**src/logic/i2cw_consts.svh**
```systemverilog
// register map, field positions, reset values and counts of the i2c control block
`ifndef I2CW_CONSTS_SVH
`define I2CW_CONSTS_SVH
`define I2CW_OFS_CTRL0 8'h00
`define I2CW_OFS_STATUS 8'h04
`define I2CW_OFS_FLAG 8'h08
`define I2CW_OFS_CTRL1 8'h0C
`define I2CW_OFS_LADDR 8'h10
`define I2CW_OFS_SHIFT 8'h14
`define I2CW_OFS_LOWW 8'h18
`define I2CW_OFS_HIGHW 8'h1C
`define I2CW_B_UE 7
`define I2CW_B_LREL 6
`define I2CW_B_SPIE 4
`define I2CW_B_STT 1
`define I2CW_B_SPT 0
`define I2CW_B_MSTS 7
`define I2CW_B_EXC 5
`define I2CW_B_COI 4
`define I2CW_B_STD 1
`define I2CW_B_SPD 0
`define I2CW_B_STCF 7
`define I2CW_B_BSY 6
`define I2CW_B_STCEN 1
`define I2CW_B_RSV 0
`define I2CW_B_WUP 0
`define I2CW_ADDR_MSB 6
`define I2CW_BYTE_MSB 7
`define I2CW_RESP_OK 2'h0
`define I2CW_RESP_ERR 2'h2
`define I2CW_WIDTH_RST 8'h10
`define I2CW_LADDR_RST 7'h00
`define I2CW_LINE_IDLE 2'h3
`define I2CW_LINE_RST 5'h18
`define I2CW_LAST_BIT 3'h7
`define I2CW_EXT_LO 4'h0
`define I2CW_EXT_HI 4'hF
`endif

```
**src/logic/i2cw_pkg.sv**
```systemverilog
// types shared by the i2c control block
package i2cw_pkg;
    typedef enum logic [2:0] {
        I2CW_IDLE = 3'b000,
        I2CW_RSV = 3'b001,
        I2CW_SGEN = 3'b010,
        I2CW_WAIT = 3'b011,
        I2CW_MAST = 3'b100,
        I2CW_PGEN = 3'b101,
        I2CW_PREL = 3'b110
    } i2cw_state_t;
    typedef struct packed {
        logic scl;
        logic sda;
        logic start;
        logic stop;
        logic rise;
    } i2cw_line_t;
endpackage

```
**src/logic/i2cw_core.sv**
```systemverilog
// i2c wakeup, start reservation and start-up control with an axi4-lite register port
//
// Function
// - slave irq only on local or extension address
// - any start enters address standby, masters too
// - wakeup mode receives address, irqs on match
// - reserved start fires after stop, then waits
// - start request: free bus starts, else reserves
// - shift writes before stop ignored when reserved
// - reservation accepted between start and stop
// - reservation disabled: request rejected, no start
// - start failed flag set within 5 clocks
// - initial start off: bus busy after enable
// - initial start on: bus free after enable
// - enable with data low sees start; release exits
// - reserved without stop irq stalls in wait
// - stop irq only with stop irq enable
//
// Local design decisions: the AXI4-Lite register port and the address map.
`timescale 1ns/1ps
`include "i2cw_consts.svh"
module i2cw_core (
    input wire logic aclk,
    input wire logic aresetn,
    input wire logic [7:0] awaddr,
    input wire logic awvalid,
    output logic awready,
    input wire logic [31:0] wdata,
    input wire logic [3:0] wstrb,
    input wire logic wvalid,
    output logic wready,
    output logic [1:0] bresp,
    output logic bvalid,
    input wire logic bready,
    input wire logic [7:0] araddr,
    input wire logic arvalid,
    output logic arready,
    output logic [31:0] rdata,
    output logic [1:0] rresp,
    output logic rvalid,
    input wire logic rready,
    input wire logic scl_pin,
    input wire logic sda_pin,
    output logic scl_o,
    output logic scl_oe,
    output logic sda_o,
    output logic sda_oe,
    output logic bus_event_irq
);
    i2cw_pkg::i2cw_line_t line;
    i2cw_pkg::i2cw_state_t state;
    logic aw_hold, w_hold, next_aw_hold, next_w_hold, next_bvalid, next_rvalid;
    logic [7:0] aw_addr;
    logic [7:0] w_data;
    logic w_strb0;
    logic unit_enable, stop_irq_enable, start_request, stop_request;
    logic wakeup_enable, initial_start_enable, reservation_disable;
    logic start_failed_flag, bus_busy_flag, master_status_flag;
    logic start_detected_flag, stop_detected_flag, addr_match_flag, ext_code_flag;
    logic [6:0] local_addr;
    logic [7:0] shift_register, low_width_setting, high_width_setting;
    logic [7:0] cnt;
    logic en_q, rx_active, addr_done, slave_part;
    logic [2:0] rx_cnt;
    logic [7:0] rx_shift;

    i2cw_line_sync u_sync (
        .aclk(aclk),
        .aresetn(aresetn),
        .scl_pin(scl_pin),
        .sda_pin(sda_pin),
        .line(line)
    );

    function automatic logic is_mapped(input logic [7:0] a);
        return a == `I2CW_OFS_CTRL0 || a == `I2CW_OFS_STATUS || a == `I2CW_OFS_FLAG
            || a == `I2CW_OFS_CTRL1 || a == `I2CW_OFS_LADDR || a == `I2CW_OFS_SHIFT
            || a == `I2CW_OFS_LOWW || a == `I2CW_OFS_HIGHW;
    endfunction

    // ---- axi4-lite slave: address and data taken in either order
    wire aw_fire = awvalid && awready;
    wire w_fire = wvalid && wready;
    wire wr_go = aw_hold && w_hold && !bvalid;
    wire ar_fire = arvalid && arready;
    wire wr_ok = wr_go && w_strb0 && is_mapped(aw_addr);

    function automatic logic wr_sel(input logic [7:0] ofs);
        return wr_ok && aw_addr == ofs;
    endfunction

    always_comb begin
        next_aw_hold = (aw_hold || aw_fire) && !wr_go;
        next_w_hold = (w_hold || w_fire) && !wr_go;
        next_bvalid = wr_go || (bvalid && !bready);
        next_rvalid = ar_fire || (rvalid && !rready);
    end

    always_ff @(posedge aclk) begin
        if (!aresetn) begin
            aw_hold <= 1'b0;
            w_hold <= 1'b0;
            awready <= 1'b0;
            wready <= 1'b0;
            bvalid <= 1'b0;
            bresp <= `I2CW_RESP_OK;
            aw_addr <= 8'h00;
            w_data <= 8'h00;
            w_strb0 <= 1'b0;
        end else begin
            aw_hold <= next_aw_hold;
            w_hold <= next_w_hold;
            awready <= !next_aw_hold && !next_bvalid;
            wready <= !next_w_hold && !next_bvalid;
            bvalid <= next_bvalid;
            if (aw_fire) begin
                aw_addr <= awaddr;
            end
            if (w_fire) begin
                w_data <= wdata[`I2CW_BYTE_MSB:0];
                w_strb0 <= wstrb[0];
            end
            if (wr_go) begin
                bresp <= is_mapped(aw_addr) ? `I2CW_RESP_OK : `I2CW_RESP_ERR;
            end
        end
    end

    function automatic logic [31:0] rd_mux(input logic [7:0] a);
        logic [31:0] r;
        r = 32'h0000_0000;
        case (a)
            `I2CW_OFS_CTRL0: begin
                r[`I2CW_B_UE] = unit_enable;
                r[`I2CW_B_SPIE] = stop_irq_enable;
                r[`I2CW_B_STT] = start_request;
                r[`I2CW_B_SPT] = stop_request;
            end
            `I2CW_OFS_STATUS: begin
                r[`I2CW_B_MSTS] = master_status_flag;
                r[`I2CW_B_EXC] = ext_code_flag;
                r[`I2CW_B_COI] = addr_match_flag;
                r[`I2CW_B_STD] = start_detected_flag;
                r[`I2CW_B_SPD] = stop_detected_flag;
            end
            `I2CW_OFS_FLAG: begin
                r[`I2CW_B_STCF] = start_failed_flag;
                r[`I2CW_B_BSY] = bus_busy_flag;
                r[`I2CW_B_STCEN] = initial_start_enable;
                r[`I2CW_B_RSV] = reservation_disable;
            end
            `I2CW_OFS_CTRL1: r[`I2CW_B_WUP] = wakeup_enable;
            `I2CW_OFS_LADDR: r[`I2CW_ADDR_MSB:0] = local_addr;
            `I2CW_OFS_SHIFT: r[`I2CW_BYTE_MSB:0] = shift_register;
            `I2CW_OFS_LOWW: r[`I2CW_BYTE_MSB:0] = low_width_setting;
            `I2CW_OFS_HIGHW: r[`I2CW_BYTE_MSB:0] = high_width_setting;
            default: r = 32'h0000_0000;
        endcase
        return r;
    endfunction

    always_ff @(posedge aclk) begin
        if (!aresetn) begin
            arready <= 1'b0;
            rvalid <= 1'b0;
            rdata <= 32'h0000_0000;
            rresp <= `I2CW_RESP_OK;
        end else begin
            arready <= !next_rvalid;
            rvalid <= next_rvalid;
            if (ar_fire) begin
                rdata <= rd_mux(araddr);
                rresp <= is_mapped(araddr) ? `I2CW_RESP_OK : `I2CW_RESP_ERR;
            end
        end
    end

    // ---- software controls
    // a function in a continuous assignment only follows its arguments
    logic ctrl0_wr, sh_wr;
    always_comb begin
        ctrl0_wr = wr_sel(`I2CW_OFS_CTRL0);
        sh_wr = wr_sel(`I2CW_OFS_SHIFT);
    end
    wire rel_pulse = ctrl0_wr && w_data[`I2CW_B_LREL];
    wire en_rise = unit_enable && !en_q;
    // enabling while data is low and clock high looks like a start
    wire start_like = line.start || (en_rise && line.scl && !line.sda);
    wire start_take = state == i2cw_pkg::I2CW_IDLE && start_request && unit_enable;
    wire reject = start_take && bus_busy_flag && reservation_disable;
    wire stop_take = stop_request && unit_enable && !start_take
        && (state == i2cw_pkg::I2CW_IDLE || state == i2cw_pkg::I2CW_MAST);
    wire addr_hit = rx_shift[`I2CW_BYTE_MSB:1] == local_addr;
    wire addr_ext = rx_shift[7:4] == `I2CW_EXT_LO || rx_shift[7:4] == `I2CW_EXT_HI;

    always_ff @(posedge aclk) begin
        if (!aresetn) begin
            unit_enable <= 1'b0;
            stop_irq_enable <= 1'b0;
            wakeup_enable <= 1'b0;
            initial_start_enable <= 1'b0;
            reservation_disable <= 1'b0;
            local_addr <= `I2CW_LADDR_RST;
            low_width_setting <= `I2CW_WIDTH_RST;
            high_width_setting <= `I2CW_WIDTH_RST;
            en_q <= 1'b0;
        end else begin
            en_q <= unit_enable;
            if (ctrl0_wr) begin
                unit_enable <= w_data[`I2CW_B_UE];
                stop_irq_enable <= w_data[`I2CW_B_SPIE];
            end
            if (wr_sel(`I2CW_OFS_CTRL1)) begin
                wakeup_enable <= w_data[`I2CW_B_WUP];
            end
            if (wr_sel(`I2CW_OFS_FLAG)) begin
                initial_start_enable <= w_data[`I2CW_B_STCEN];
                reservation_disable <= w_data[`I2CW_B_RSV];
            end
            if (wr_sel(`I2CW_OFS_LADDR)) begin
                local_addr <= w_data[`I2CW_ADDR_MSB:0];
            end
            if (wr_sel(`I2CW_OFS_LOWW)) begin
                low_width_setting <= w_data;
            end
            if (wr_sel(`I2CW_OFS_HIGHW)) begin
                high_width_setting <= w_data;
            end
        end
    end

    // request bits: set by software, cleared once handled; the set wins
    always_ff @(posedge aclk) begin
        if (!aresetn) begin
            start_request <= 1'b0;
            stop_request <= 1'b0;
            start_failed_flag <= 1'b0;
        end else begin
            if (ctrl0_wr && w_data[`I2CW_B_STT] && w_data[`I2CW_B_UE]) begin
                start_request <= 1'b1;
            end else if (start_take || !unit_enable) begin
                start_request <= 1'b0;
            end
            if (ctrl0_wr && w_data[`I2CW_B_SPT] && w_data[`I2CW_B_UE]) begin
                stop_request <= 1'b1;
            end else if (stop_take || !unit_enable) begin
                stop_request <= 1'b0;
            end
            if (reject) begin
                start_failed_flag <= 1'b1;
            end else if (ctrl0_wr && w_data[`I2CW_B_STT]) begin
                start_failed_flag <= 1'b0;
            end
        end
    end

    // shift register: a reserved master ignores data until the stop
    always_ff @(posedge aclk) begin
        if (!aresetn) begin
            shift_register <= 8'h00;
        end else if (sh_wr && state != i2cw_pkg::I2CW_RSV) begin
            shift_register <= w_data;
        end
    end

    // ---- bus state seen from the lines
    always_ff @(posedge aclk) begin
        if (!aresetn || !unit_enable) begin
            bus_busy_flag <= 1'b0;
            start_detected_flag <= 1'b0;
            stop_detected_flag <= 1'b0;
        end else if (start_like) begin
            bus_busy_flag <= 1'b1;
            start_detected_flag <= 1'b1;
            stop_detected_flag <= 1'b0;
        end else if (line.stop) begin
            bus_busy_flag <= 1'b0;
            start_detected_flag <= 1'b0;
            stop_detected_flag <= 1'b1;
        end else if (en_rise) begin
            bus_busy_flag <= !initial_start_enable;
        end
    end

    // ---- address reception, also while this end is the master
    always_ff @(posedge aclk) begin
        if (!aresetn) begin
            rx_active <= 1'b0;
            rx_cnt <= 3'h0;
            rx_shift <= 8'h00;
            addr_done <= 1'b0;
            slave_part <= 1'b0;
            addr_match_flag <= 1'b0;
            ext_code_flag <= 1'b0;
        end else begin
            addr_done <= 1'b0;
            if (!unit_enable || line.stop || rel_pulse) begin
                rx_active <= 1'b0;
                slave_part <= 1'b0;
            end else if (start_like) begin
                rx_active <= 1'b1;
                rx_cnt <= 3'h0;
                slave_part <= 1'b0;
            end else if (rx_active && line.rise) begin
                rx_shift <= {rx_shift[6:0], line.sda};
                rx_cnt <= 3'(rx_cnt + 3'h1);
                if (rx_cnt == `I2CW_LAST_BIT) begin
                    rx_active <= 1'b0;
                    addr_done <= 1'b1;
                end
            end else if (addr_done) begin
                addr_match_flag <= addr_hit;
                ext_code_flag <= addr_ext;
                slave_part <= addr_hit || addr_ext;
            end
        end
    end

    // no operating-clock dependence beyond sampling; wakeup only filters causes
    always_ff @(posedge aclk) begin
        if (!aresetn) begin
            bus_event_irq <= 1'b0;
        end else begin
            bus_event_irq <= unit_enable && ((addr_done && (addr_hit || addr_ext))
                || (line.stop && stop_irq_enable && !wakeup_enable));
        end
    end

    // ---- master start/stop generator
    always_ff @(posedge aclk) begin
        if (!aresetn || !unit_enable) begin
            state <= i2cw_pkg::I2CW_IDLE;
            cnt <= 8'h00;
            sda_oe <= 1'b0;
            scl_oe <= 1'b0;
        end else begin
            case (state)
                i2cw_pkg::I2CW_IDLE: begin
                    cnt <= 8'h00;
                    if (start_take && !bus_busy_flag) begin
                        state <= i2cw_pkg::I2CW_SGEN;
                        sda_oe <= 1'b1;
                    end else if (start_take && !reservation_disable) begin
                        state <= i2cw_pkg::I2CW_RSV;
                    end else if (stop_take) begin
                        state <= i2cw_pkg::I2CW_PGEN;
                        sda_oe <= 1'b1;
                        scl_oe <= 1'b1;
                    end
                end
                i2cw_pkg::I2CW_RSV: begin
                    if (line.stop) begin
                        state <= i2cw_pkg::I2CW_SGEN;
                        sda_oe <= 1'b1;
                    end
                end
                i2cw_pkg::I2CW_SGEN: begin
                    cnt <= 8'(cnt + 8'h01);
                    if (cnt >= high_width_setting) begin
                        state <= i2cw_pkg::I2CW_WAIT;
                        scl_oe <= 1'b1;
                    end
                end
                i2cw_pkg::I2CW_WAIT: begin
                    // without a stop irq software may never write here
                    if (sh_wr) begin
                        state <= i2cw_pkg::I2CW_MAST;
                        scl_oe <= 1'b0;
                    end
                end
                i2cw_pkg::I2CW_MAST: begin
                    cnt <= 8'h00;
                    if (stop_take) begin
                        state <= i2cw_pkg::I2CW_PGEN;
                        sda_oe <= 1'b1;
                        scl_oe <= 1'b1;
                    end
                end
                i2cw_pkg::I2CW_PGEN: begin
                    cnt <= 8'(cnt + 8'h01);
                    if (cnt >= low_width_setting) begin
                        state <= i2cw_pkg::I2CW_PREL;
                        scl_oe <= 1'b0;
                        cnt <= 8'h00;
                    end
                end
                i2cw_pkg::I2CW_PREL: begin
                    cnt <= 8'(cnt + 8'h01);
                    if (cnt >= high_width_setting) begin
                        state <= i2cw_pkg::I2CW_IDLE;
                        sda_oe <= 1'b0;
                    end
                end
                default: state <= i2cw_pkg::I2CW_IDLE;
            endcase
        end
    end

    always_ff @(posedge aclk) begin
        if (!aresetn) begin
            master_status_flag <= 1'b0;
            scl_o <= 1'b0;
            sda_o <= 1'b0;
        end else begin
            master_status_flag <= state != i2cw_pkg::I2CW_IDLE && state != i2cw_pkg::I2CW_RSV;
            scl_o <= 1'b0;
            sda_o <= 1'b0;
        end
    end
endmodule // i2cw_core

```
**src/logic/i2cw_line_sync.sv**
```systemverilog
// synchroniser and start/stop/edge detector for the two bus lines
`timescale 1ns/1ps
`include "i2cw_consts.svh"
module i2cw_line_sync (
    input wire logic aclk,
    input wire logic aresetn,
    input wire logic scl_pin,
    input wire logic sda_pin,
    output i2cw_pkg::i2cw_line_t line
);
    logic [1:0] scl_ff;
    logic [1:0] sda_ff;

    // first stage is read only by the second stage
    always_ff @(posedge aclk) begin
        if (!aresetn) begin
            scl_ff <= `I2CW_LINE_IDLE;
            sda_ff <= `I2CW_LINE_IDLE;
        end else begin
            scl_ff <= {scl_ff[0], scl_pin};
            sda_ff <= {sda_ff[0], sda_pin};
        end
    end

    always_ff @(posedge aclk) begin
        if (!aresetn) begin
            line <= `I2CW_LINE_RST;
        end else begin
            line.scl <= scl_ff[1];
            line.sda <= sda_ff[1];
            line.start <= line.scl && scl_ff[1] && line.sda && !sda_ff[1];
            line.stop <= line.scl && scl_ff[1] && !line.sda && sda_ff[1];
            line.rise <= !line.scl && scl_ff[1];
        end
    end
endmodule // i2cw_line_sync

```
**config.mk**
```make
export PLATFORM = sky130hd
export DESIGN_NAME = i2cw_core
export DESIGN_NICKNAME = d
export VERILOG_FILES = /design/src/logic/i2cw_pkg.sv /design/src/logic/i2cw_core.sv /design/src/logic/i2cw_line_sync.sv
export VERILOG_INCLUDE_DIRS = /design/src /design/src/logic
export SDC_FILE = /design/constraint.sdc
export NUM_CORES = 1
export LEC_CHECK = 0
export BUFFER_PORTS_ARGS = -buffer_cell sky130_fd_sc_hd__clkbuf_2
export CAP_MARGIN = 10
export CORE_MARGIN = 5
export CORE_UTILIZATION = 62
export CTS_BUF_LIST = sky130_fd_sc_hd__clkbuf_2 sky130_fd_sc_hd__clkbuf_4 sky130_fd_sc_hd__clkbuf_8
export DETAILED_ROUTE_END_ITERATION = 10
export HOLD_SLACK_MARGIN = 0.15
export PLACE_DENSITY = 0.88
export SLEW_MARGIN = 40
export SYNTH_ARGS = -nofsm -noshare
export SYNTH_HDL_FRONTEND = slang
export SYNTH_HIERARCHICAL = 1
export SYNTH_SLANG_ARGS = --single-unit
```
**constraint.sdc**
```tcl
create_clock -name aclk -period 4.88 [get_ports aclk]
set_input_delay 0.244 -clock aclk [delete_from_list [all_inputs] [get_ports aclk]]
set_output_delay 0.244 -clock aclk [all_outputs]
set_load 0.02 [all_outputs]
```
Word level (Yosys, flattened, before mapping)
Cells that the tools add are included.
{"block": "classes", "addsub": 2, "mul": 0, "div_mod_pow": 0, "n_lt_le_gt_ge": 2, "n_eq_ne": 32, "n_shift": 0, "n_mux": 50, "bitwise": 4, "reduce_logical": 124}
{"operator": "== test 8 x 5 -> 1 bit (second input constant)", "count": 8}
{"operator": "logical AND 1 bit", "count": 50}
{"operator": "== test 8 x 4 -> 1 bit (second input constant)", "count": 4}
{"operator": "two-way mux 3 bit", "count": 10}
{"operator": "logical OR 1 bit", "count": 28}
{"operator": "two-way mux 1 bit", "count": 26}
{"operator": "case mux 8 bit (3 select lines)", "count": 1}
{"operator": "case mux 3 bit (7 select lines)", "count": 1}
{"operator": "logical NOT 1 bit", "count": 19}
{"operator": "== test 8 x 3 -> 1 bit (second input constant)", "count": 2}
{"operator": ">= comparator 8 bit", "count": 2}
{"operator": "logical NOT 8 bit", "count": 2}
{"operator": "case mux 1 bit (5 select lines)", "count": 3}
{"operator": "== test 3 bit (second input constant)", "count": 4}
{"operator": "inequality test 2 bit (second input constant)", "count": 6}
{"operator": "case mux 1 bit (6 select lines)", "count": 2}
{"operator": "nonzero test 2 bit", "count": 6}
{"operator": "nonzero test 3 bit", "count": 3}
{"operator": "adder 8 x 1 -> 8 bit (second input constant)", "count": 1}
{"operator": "two-way mux 8 bit", "count": 1}
{"operator": "case mux 1 bit (8 select lines)", "count": 1}
{"operator": "case mux 2 bit (4 select lines)", "count": 1}
{"operator": "AND reduction 4 bit", "count": 2}
{"operator": "OR reduction 2 bit", "count": 4}
{"operator": "21 further kinds", "count": 27}
{"block": "word_totals", "regBits": 118, "latch_bits": 0, "ram_bits": 0, "rom_bits": 0, "inputBits": 61, "output_inout_bits": 46, "wordCells": 262, "n_memories": 0}

Logic depth before layout (Yosys ltp)
Gate-level depths: netlist (run 1).
{"block": "depth", "word_depth": 14, "mapped_depth": 8, "mapped_depth_nobuf": 8}

Modules after synthesis
The synthesis (run 1) kept the hierarchy.
{"module": "i2cw_core", "instances": 1, "cells_per_inst": 583, "area_per_inst_um2": 5398.9, "seq_area_each_um2": 2142.1}
{"module": "i2cw_line_sync", "instances": 1, "cells_per_inst": 20, "area_per_inst_um2": 267.8, "seq_area_each_um2": 180.2}

Worst setup path after synthesis (run 1)
OpenSTA, ideal clock, no wires.
{"block": "synth_path", "kind": "reg-to-reg", "from": "reg cnt[0]", "to": "reg scl_oe", "setup_time_ps": 127, "t_arrival_ps": 2023, "required_time_ps": 4753, "slack_ps": 2730, "stages_incl_launch_ff": 9, "path_buffers": 0, "synth_period_minus_slack_ps": 2150, "path_cell_list": "dfxtp_1 inv_1 ha_1 nand2b_1 a2111oi_0 a2111oi_0 nor4_1 a211oi_1 mux2i_1"}
{"block": "synth_via", "elab_chain_cells": 3, "word_cells_on_any_way": 5, "cone_classes": "2 x order compare; 2 x eq/ne; 1 x reduce/logical"}
{"item": "from (decl)", "line": "i2cw_core.sv:62", "source": "logic [7:0] cnt;"}
{"item": "from (signal assigned)", "line": "i2cw_core.sv:358", "source": "cnt <= 8'(cnt + 8'h01);"}
{"item": "from (signal assigned)", "line": "i2cw_core.sv:380", "source": "cnt <= 8'(cnt + 8'h01);"}
{"item": "from (signal assigned)", "line": "i2cw_core.sv:388", "source": "cnt <= 8'(cnt + 8'h01);"}
{"item": ">= comparator 8 bit (on tied branches)", "line": "i2cw_core.sv:381, i2cw_core.sv:359"}
{"item": "inequality test 2 bit (no line)"}
{"item": "AND reduction 6 bit (no line) *"}
{"item": "to (signal assigned)", "line": "i2cw_core.sv:368", "source": "scl_oe <= 1'b0;"}
{"item": "to (signal assigned)", "line": "i2cw_core.sv:376", "source": "scl_oe <= 1'b1;"}
{"item": "to (signal assigned)", "line": "i2cw_core.sv:383", "source": "scl_oe <= 1'b0;"}
{"item": "to (decl)", "line": "i2cw_core.sv:45", "source": "output logic scl_oe,"}
Every way passes the cells marked *; elsewhere a longest branch is shown, timed or not.
A chain may end at the register's enable or synchronous reset.

Worst setup path after layout (run 1)
{"block": "layout_path", "from": "reg low_width_setting[7]", "to": "reg scl_oe"}
{"block": "layout_via", "elab_chain_cells": 3}
{"item": "from (decl)", "line": "i2cw_core.sv:61", "source": "logic [7:0] shift_register, low_width_setting, high_width_setting;"}
{"item": "from (signal assigned)", "line": "i2cw_core.sv:204", "source": "low_width_setting <= `I2CW_WIDTH_RST;"}
{"item": "from (signal assigned)", "line": "i2cw_core.sv:224", "source": "low_width_setting <= w_data;"}
{"item": ">= comparator 8 bit", "line": "i2cw_core.sv:381", "source": "if (cnt >= low_width_setting) begin"}
{"item": "inequality test 2 bit (no line)"}
{"item": "AND reduction 6 bit (no line)"}
Every way passes these cells.

==> results by stage, run 1 <==
Worst setup path:
- Data on the critical path arrives at its endpoint at 2810 ps.
- The endpoint of the lowest-slack register-to-register path is scl_oe.
- The startpoint class of the critical path is a flip-flop.
- For the worst setup path, the data required time is 5250 ps.
- The largest stage delay on the critical path is 620 ps.
- The worst flop-to-flop path startpoint is low_width_setting[7].
- For flop-to-flop paths, the worst setup slack is 2440 ps.
- The cell count of the worst reg-to-reg path is 8.
- The library cell contributing the largest single delay on the critical path is sky130_fd_sc_hd__o31ai_1.
- The maximum fanout along the worst path is 4.
- By instance count, the cell type seen most on the critical path is sky130_fd_sc_hd__o31ai_1.
- The kind of critical path is reg2reg.
- Walking the worst path, the cells encountered are inv_1 > ha_1 > and3_1 > nand2_1 > o31ai_1 > o31ai_1 > a211oi_1 > mux2i_1.
- The critical path capture point type is a flip-flop.

Cells and area:
- The count of nets after finishing is 750.
- The number of antenna repair diodes is 0.
- Relative to the synthesized area, the layout overhead comes to 14.62%.
- The fraction of layout cells with a size suffix above 1 is 16.11%.

Global routing:
- Global routing consumed, over all layers together, 26.05% of the routing resources.
- The remaining global-route overflow is 0.
- The number of global-route vias before repair is 4658.
- The number of antenna violations at the first check in global routing is 0.
- Entering global routing, the biggest net connects 96 pins.
- The first global-routing pass estimated 23.11 mm of wire.

Routing:
- The number of DRC violations after detailed-routing iteration 0 is 440.
- After detailed routing, the total wire length is 14.10 mm.
- Using the TritonRoute via totals, the vias-per-cell ratio works out to 5.972.
- The pre-antenna-repair detailed-routing pass consisted of 5 iterations.
- After detailed routing, the number of remaining DRC violations is 0.
- In this run the remaining antenna-violating nets after routing total 0.
- The average wire per standard cell is 17.83 um.
- Across all layers, the routed design uses 4724 vias.

STA:
- The routed design could run at a clock period as short as 2439 ps.
- Setup violations remaining at the end of the flow were counted as 0.
- Setup repair after global routing left no endpoint under its margin.
- The number of failing hold endpoints at the final stage is 0.
- The largest clock skew in the final design is 13.15 ps.
- Headroom to the max-slew limit came out at 52.36%.
- Summed over all failing endpoints, the final setup total negative slack is 0 ps.
- The final period utilization is 49.98%.
- The pin slew with the least headroom to its limit is 696.5 ps.
- Derived from the worst setup path, the maximum achievable clock frequency is 410.0 MHz.
- In the post-route analysis, the smallest setup slack over all paths is 2441 ps.
- The number of max-slew violations in the final report is 0.

Clocking:
- The clock-pin slew of the registers on the worst-case setup and hold paths is 70 ps.
- The cell sitting at the root of the clock tree is a sky130_fd_sc_hd__clkbuf_8.
- Post-CTS repair changed the size of 0 cells.
- TritonCTS built the clock tree.
- The number of clock buffers added by TritonCTS is 17.
- The clock latency on the worst-skew pair is 440 ps.
- The H-tree was split into 4 levels.
- The number of buffers inserted by post-CTS setup repair is 0.
- The number of buffers between clock root and the deepest sink is 2.
- After clock tree synthesis, the flow added hold-fix buffers numbering 21.
- The total number of clock tree sinks is 116.

Placement:
- Once detailed placement completed, the half-perimeter wirelength came to 8.811 mm.
- The number of I/O port buffers is 51.
- The pre-CTS setup slack is 2341 ps.
- Routability-driven placement finished with a final weighted congestion of 0.8558.

Power and ir drop:
- The switching part of the total is 24.09%.
- Registers are responsible for 48.0% of the overall power.
- The worst-case IR drop observed on VDD is 0.2363 mV.
- The share of total power in combinational logic is 6.3%.
- The power density over cell area is 314.7 nW/um^2.
- Internal power comes to 1.552 mW.
- The total net switching power is 0.4924 mW.
- In this run the static leakage power is 2.730 nW.
- The clock network power share is 45.7%.

Yosys:
- Counting instances in the post-synthesis netlist gives the leading cell types as sky130_fd_sc_hd__dfxtp_1 (116), sky130_fd_sc_hd__nand2_1 (83), sky130_fd_sc_hd__mux2i_1 (47), sky130_fd_sc_hd__nor2b_1 (47), sky130_fd_sc_hd__buf_4 (29).
- The synthesized netlist occupies a cell area of 5667 um^2.
- Synthesis inferred 116 register bits.
- The share of the synthesized area in the top cell type is 40.98%.
- The number of synthesis warnings is 6.
- By instance count, the leading cell after synthesis is sky130_fd_sc_hd__dfxtp_1.
- By area the synthesized netlist is led by sky130_fd_sc_hd__dfxtp_1 (41%), sky130_fd_sc_hd__mux2i_1 (8.3%), sky130_fd_sc_hd__nand2_1 (5.5%), sky130_fd_sc_hd__nor2b_1 (5.2%), sky130_fd_sc_hd__ha_1 (4.2%).
- For this run, the register share of the synthesized area comes to 40.98%.
- In the synthesized netlist, the number of instances is 603.
- For this run, asynchronously set or reset flops after synthesis account for 0%.
- In this run, synthesis inferred 0 flip-flops with an integrated enable.
- The number of different library cells in the post-synthesis netlist is 67.
- Of all cell types, the one taking the most synthesized area is sky130_fd_sc_hd__dfxtp_1.
- In the synthesized netlist the dominant register cell turns out to be sky130_fd_sc_hd__dfxtp_1.
- The post-synthesis average cell area is 9.397 um^2.

Job:
- The max-cap violation count is 0.

Status:
- The run finished with clean final reports.

Floorplan:
- The floorplan step set the die height to 105.6 um.
- The die covers 11150 um^2.
- Measured along the x axis, the die boundary spans 105.6 um.
- The core region is 8806 um^2.
- The number of core rows is 34.
- The initial core utilization is 64.35%.
- The total I/O pin count is 107.

Min path:
- The endpoint with the worst hold slack is rdata[7].
- The worst hold path cell count is 4.
- The source of the worst hold timing path is araddr[1].
- The path class of the tightest hold or removal check is in2reg.
kinds of logic after synthesis:
family,share of synthesized area [%]
AOI/OAI and AO/OA,11.44
xor gates and xnor gates,2.164
adders and majority gates,4.195
buffers and inverters,7.176
DFF,40.98
muxes,11.68
other,0.06618
and+or+nand+nor,22.30
stage by stage:
stage	power [mW]	hold slack (ps)	instance area, um^2	std cells	utilization, %
after floorplan	1.096	340.4	5768	630	-
after global placement	1.109	386.4	5857	738	66.51
after detailed placement	1.113	394.1	5857	738	66.51
after CTS	2.047	158.5	6489	791	73.69
after global routing	2.113	201.3	6495	791	73.76
final	2.044	184.7	6495	791	73.76
state kept, by name, indices dropped and copies added (netlist names), 3 cells and up:
register,count
high_width_setting,8
w_data,8
cnt,8
local_addr,7
rx_cnt,3
rdata,8
rx_shift,8
aw_addr,8
u_sync/line,5
low_width_setting,8
shift_register,8
state,3
power groups by stage:
stage	Combinational [mW]	Clock (mW)	Sequential, mW
global placement	0.109	0	1.00
detailed placement	0.111	0	1.00
CTS	0.125	0.942	0.980
floorplan	0.0943	0	1.00
finish	0.128	0.935	0.981
global route	0.139	0.991	0.983
how the worst max path moves through the flow:
stage                         startpoint     end  slack [ps]  cells past startpoint
floorplan                         cnt[0]  scl_oe        2730                      8
CTS                               cnt[0]  sda_oe        2300                      8
detailed placement                cnt[0]  scl_oe        2340                      8
global placement                  cnt[0]  scl_oe        2360                      8
finish              low_width_setting[7]  scl_oe        2440                      8
global route        low_width_setting[7]  scl_oe        2270                      8
area by class of cell:
type                            count  area (um^2)
Fill cell                         574         2311
Clock buffer                       20        269.0
Multi-Input combinational cell    437         3045
Tap cell                          108        135.1
Timing Repair Buffer               74        480.5
Inverter                           24        90.09
Clock inverter                     12        152.6
Sequential cell                   116         2322
critical path, delay by kind of cell, from the launching register on:
| kind | cells | cell delay (ps) |
|---|---|---|
| compound gates | 3 | 1100 |
| flops | 1 | 410 |
| fa+ha+maj | 1 | 300 |
| simple gates | 2 | 290 |
| mux | 1 | 210 |
| buf+inv | 1 | 70 |
placed cells by master (no fill, tap or decap), types with 13 or more instances in the layout:
master,n
sky130_fd_sc_hd__dlygate4sd3_1,21
sky130_fd_sc_hd__clkbuf_2,51
sky130_fd_sc_hd__o21ai_0,13
sky130_fd_sc_hd__conb_1,28
sky130_fd_sc_hd__clkbuf_8,19
sky130_fd_sc_hd__nand2_1,83
sky130_fd_sc_hd__a21boi_0,21
sky130_fd_sc_hd__nor2_1,22
sky130_fd_sc_hd__nor2b_1,47
sky130_fd_sc_hd__inv_1,23
sky130_fd_sc_hd__ha_1,19
sky130_fd_sc_hd__mux2i_1,47
sky130_fd_sc_hd__dfxtp_1,116
metal layers:
layer  vias to the layer above  wire length, um  track usage (%)
li1                       2174                -                -
met1                      2242             5524            31.10
met2                       261             6933            45.26
met3                        47             1161            5.685
met4                         0              485            11.19
met5                         -                0                0
Power figures use the tool's default switching activity.
==> inputs of run 2 (changes only) <==
CORE_UTILIZATION = 58   (was 62)
PLACE_DENSITY = 0.83   (was 0.88)
clock period = 2.56 ns   (was 4.88 ns; I/O delays follow)
==> results by stage, run 2 (synthesis results as in run 1) <==
Cells and area:
- The top cell types in the final layout, fill and taps aside, are sky130_fd_sc_hd__dfxtp_1 (116), sky130_fd_sc_hd__nand2_1 (83), sky130_fd_sc_hd__clkbuf_2 (51).
- The number of antenna repair diodes is 0 (unchanged).
- The core utilization of the finished layout was 68.52% (-5.2 points).
- The count of fill cells added during filler insertion is 730 (+27%).
- The count of nets after finishing is 755 (+0.67%).
- The final instance count without filler cells was 821 (+3.8%).
- The post-synthesis to final-layout area growth is 16.56%.
- Leaving out fill and tap cells, the most frequent cell in the layout is sky130_fd_sc_hd__dfxtp_1.
- The fraction of layout cells with a size suffix above 1 is 16.42% (+0.32 points).

Clocking:
- The clock tree from TritonCTS is built.
- The CTS buffer count is 17 (unchanged).
- The number of gates given a new drive strength after cts is 0 (unchanged).
- The number of buffers inserted by post-CTS setup repair is 0 (unchanged).
- The clock-pin slew of the registers on the worst-case setup and hold paths came to 70 ps (about the same).
- The total number of clock tree sinks is 116 (unchanged).
- The root buffer selected by CTS is sky130_fd_sc_hd__clkbuf_8.
- The total number of H-tree levels is 4 (unchanged).
- The number of buffers between clock root and the deepest sink is 2 (unchanged).
- The number of hold buffers added after CTS is 22 (+4.8%).
- The clock latency on the worst-skew pair came to 440 ps (about the same).

Power and ir drop:
- The total net switching power is 0.9365 mW (+90%).
- The clock network power share is 48.2% (+2.5 points).
- The power density over cell area is 617.5 nW/um^2 (+96%).
- The switching part of the total is 22.96% (-1.1 points).
- The maximum ir drop on the vdd rail is 0.3087 mV (+31%).
- The fraction of power consumed by sequential logic is 45.8% (-2.2 points).
- The overall power after layout is 4.079 mW (+100%).
- The static leakage is 2.774 nW (+1.6%).
- The share of total power in combinational logic is 6.0% (-0.3 points).
- The internal power of the cells is 3.142 mW (+100%).

STA:
- The pin slew with the least headroom to its limit is 746.0 ps (+49.43 ps).
- The final setup violation count was 0 (unchanged).
- The number of failing hold endpoints at the final stage was 0 (unchanged).
- The final worst setup slack is 310.9 ps (-2130 ps).
- The worst max-slew margin expressed relative to the limit is 50.27% (-2.1 points).
- The setup TNS was 0 ps (unchanged).
- The clock period minus final worst setup slack is 2249 ps (-189.7 ps).
- Setup repair after global routing left no endpoint under its margin.
- The final period utilization is 87.86% (+38 points).
- The number of max-slew violations in the final report is 0 (unchanged).
- The maximum clock frequency is 444.6 MHz (+8.4%).
- The largest clock skew in the final design is 15.35 ps (+2.200 ps).

Routing:
- The average wire per standard cell is 15.87 um (-11%).
- The via-per-instance ratio is 5.602 (-6.2%).
- The remaining routing DRC violations was 0 (unchanged).
- The post-route antenna net violation count is 0 (unchanged).
- The total wire length is 13.03 mm (-7.6%).
- The via total after detailed routing is 4599 (-2.6%).
- The first-pass iteration count of the detailed router is 5 (unchanged).
- The number of DRC violations after detailed-routing iteration 0 was 328 (-25%).

Floorplan:
- The initial core utilization was 58.79% (-5.6 points).
- The total I/O pin count came to 107 (unchanged).
- The core region area is 9639 um^2 (+9.5%).
- The die outline height is 108.8 um (+3.1%).
- The die area was 11850 um^2 (+6.2%).
- The floorplan die width came to 108.8 um (+3.1%).
- The number of core rows is 36 (+5.9%).

Job:
- The max-cap violation count was 0 (unchanged).

Placement:
- The sum of net half-perimeters after detailed placement came to 9.141 mm (+3.7%).
- The number of placed instances, taps included was 767 (+3.9%).
- The pre-CTS setup slack is 327.4 ps (-2014 ps).
- The weighted congestion at the end of routability-driven global placement is 0.8562 (about the same).
- The number of I/O port buffers is 51 (unchanged).

Worst setup path:
- In this run the worst setup path begins at low_width_setting[7].
- The reg2reg setup slack is 310 ps (-2130 ps).
- The maximum fanout along the worst path is 4 (unchanged).
- The startpoint identified for the worst register-to-register timing path is low_width_setting[7].
- The worst register-to-register path ends at scl_oe.
- The setup path with the least slack is of type reg2reg.
- The capture point of the worst path is scl_oe.
- The required time of the worst setup path is 2920 ps (-2330 ps).
- The startpoint class of the critical path is a flip-flop.
- The critical path capture point type is a flip-flop.
- The cell count of the worst reg-to-reg path is 8 (unchanged).
- The data arrival time of the critical path is 2610 ps (-200 ps).

Global routing:
- The number of antenna violations at the first check in global routing came to 0 (unchanged).
- The total track usage was 22.90% (-3.1 points).
- The remaining global-route overflow is 0 (unchanged).
- The maximum number of pins on one net before global-route repair is 95 (-1.0%).
- The global-route wire length before repair is 21.25 mm (-8.0%).
- The number of global-route vias before repair is 4443 (-4.6%).

Min path:
- The classification of the worst-slack hold path is in2reg.

Status:
- The run finished with clean final reports.
==> run 2: worst max-delay path, stage by stage (launching register included) <==
cell	delay (ps)
sky130_fd_sc_hd__dfxtp_1	380
sky130_fd_sc_hd__inv_1	60
sky130_fd_sc_hd__ha_1	290
sky130_fd_sc_hd__and3_1	180
sky130_fd_sc_hd__nand2_1	60
sky130_fd_sc_hd__o31ai_1	500
sky130_fd_sc_hd__o31ai_1	200
sky130_fd_sc_hd__a211oi_1	290
sky130_fd_sc_hd__mux2i_1	220
==> run 2: final cells by class <==
cell class,instances,area (um^2),share of cell area [%]
inverter,24,90.09,1.364
clock buffer,20,262.8,3.978
tap,133,166.4,2.519
clock inverter,12,203.9,3.088
timing repair buffer,79,520.5,7.880
multi-input combinational,437,3039,46.01
sequential,116,2322,35.16
==> run 2: power by group through the flow <==
stage          Clock (mW)  Combinational (mW)  Sequential, mW
2_1_floorplan           0               0.180            1.91
3_3_place_gp            0               0.209            1.91
3_5_place_dp            0               0.214            1.91
4_1_cts              1.98               0.241            1.87
5_1_grt              2.07               0.268            1.87
6_report             1.97               0.245            1.87
==> run 2: layer usage <==
layer	up-vias	part of all wire, %	global-route usage, %
met2	189	48	38.00
met3	37	7.3	5.684
met5	-	0	0
met4	0	2.4	10.19
li1	2190	-	-
met1	2183	42	28.19
==> run 2: stage by stage <==
| step | hold WS (ps) | area, um^2 |
|---|---|---|
| after CTS | 151.1 | 6605 |
| after detailed placement | 317.7 | 5918 |
| after global routing | 185.1 | 6605 |
| after floorplan | 224.4 | 5768 |
| after global placement | 314.0 | 5918 |
| final | 156.9 | 6605 |
==> run 2: worst min-delay path by stage <==
| stage | start | end | slack, ps | cells after the start |
|---|---|---|---|---|
| finish | arvalid | rvalid | 160 | 3 |
| global route | arvalid | rvalid | 190 | 3 |
| CTS | awvalid | aw_addr[0] | 150 | 4 |
| detailed placement | sda_pin | u_sync/sda_ff[0] | 320 | 2 |
| global placement | sda_pin | u_sync/sda_ff[0] | 310 | 2 |
| floorplan | scl_pin | u_sync/scl_ff[0] | 220 | 1 |
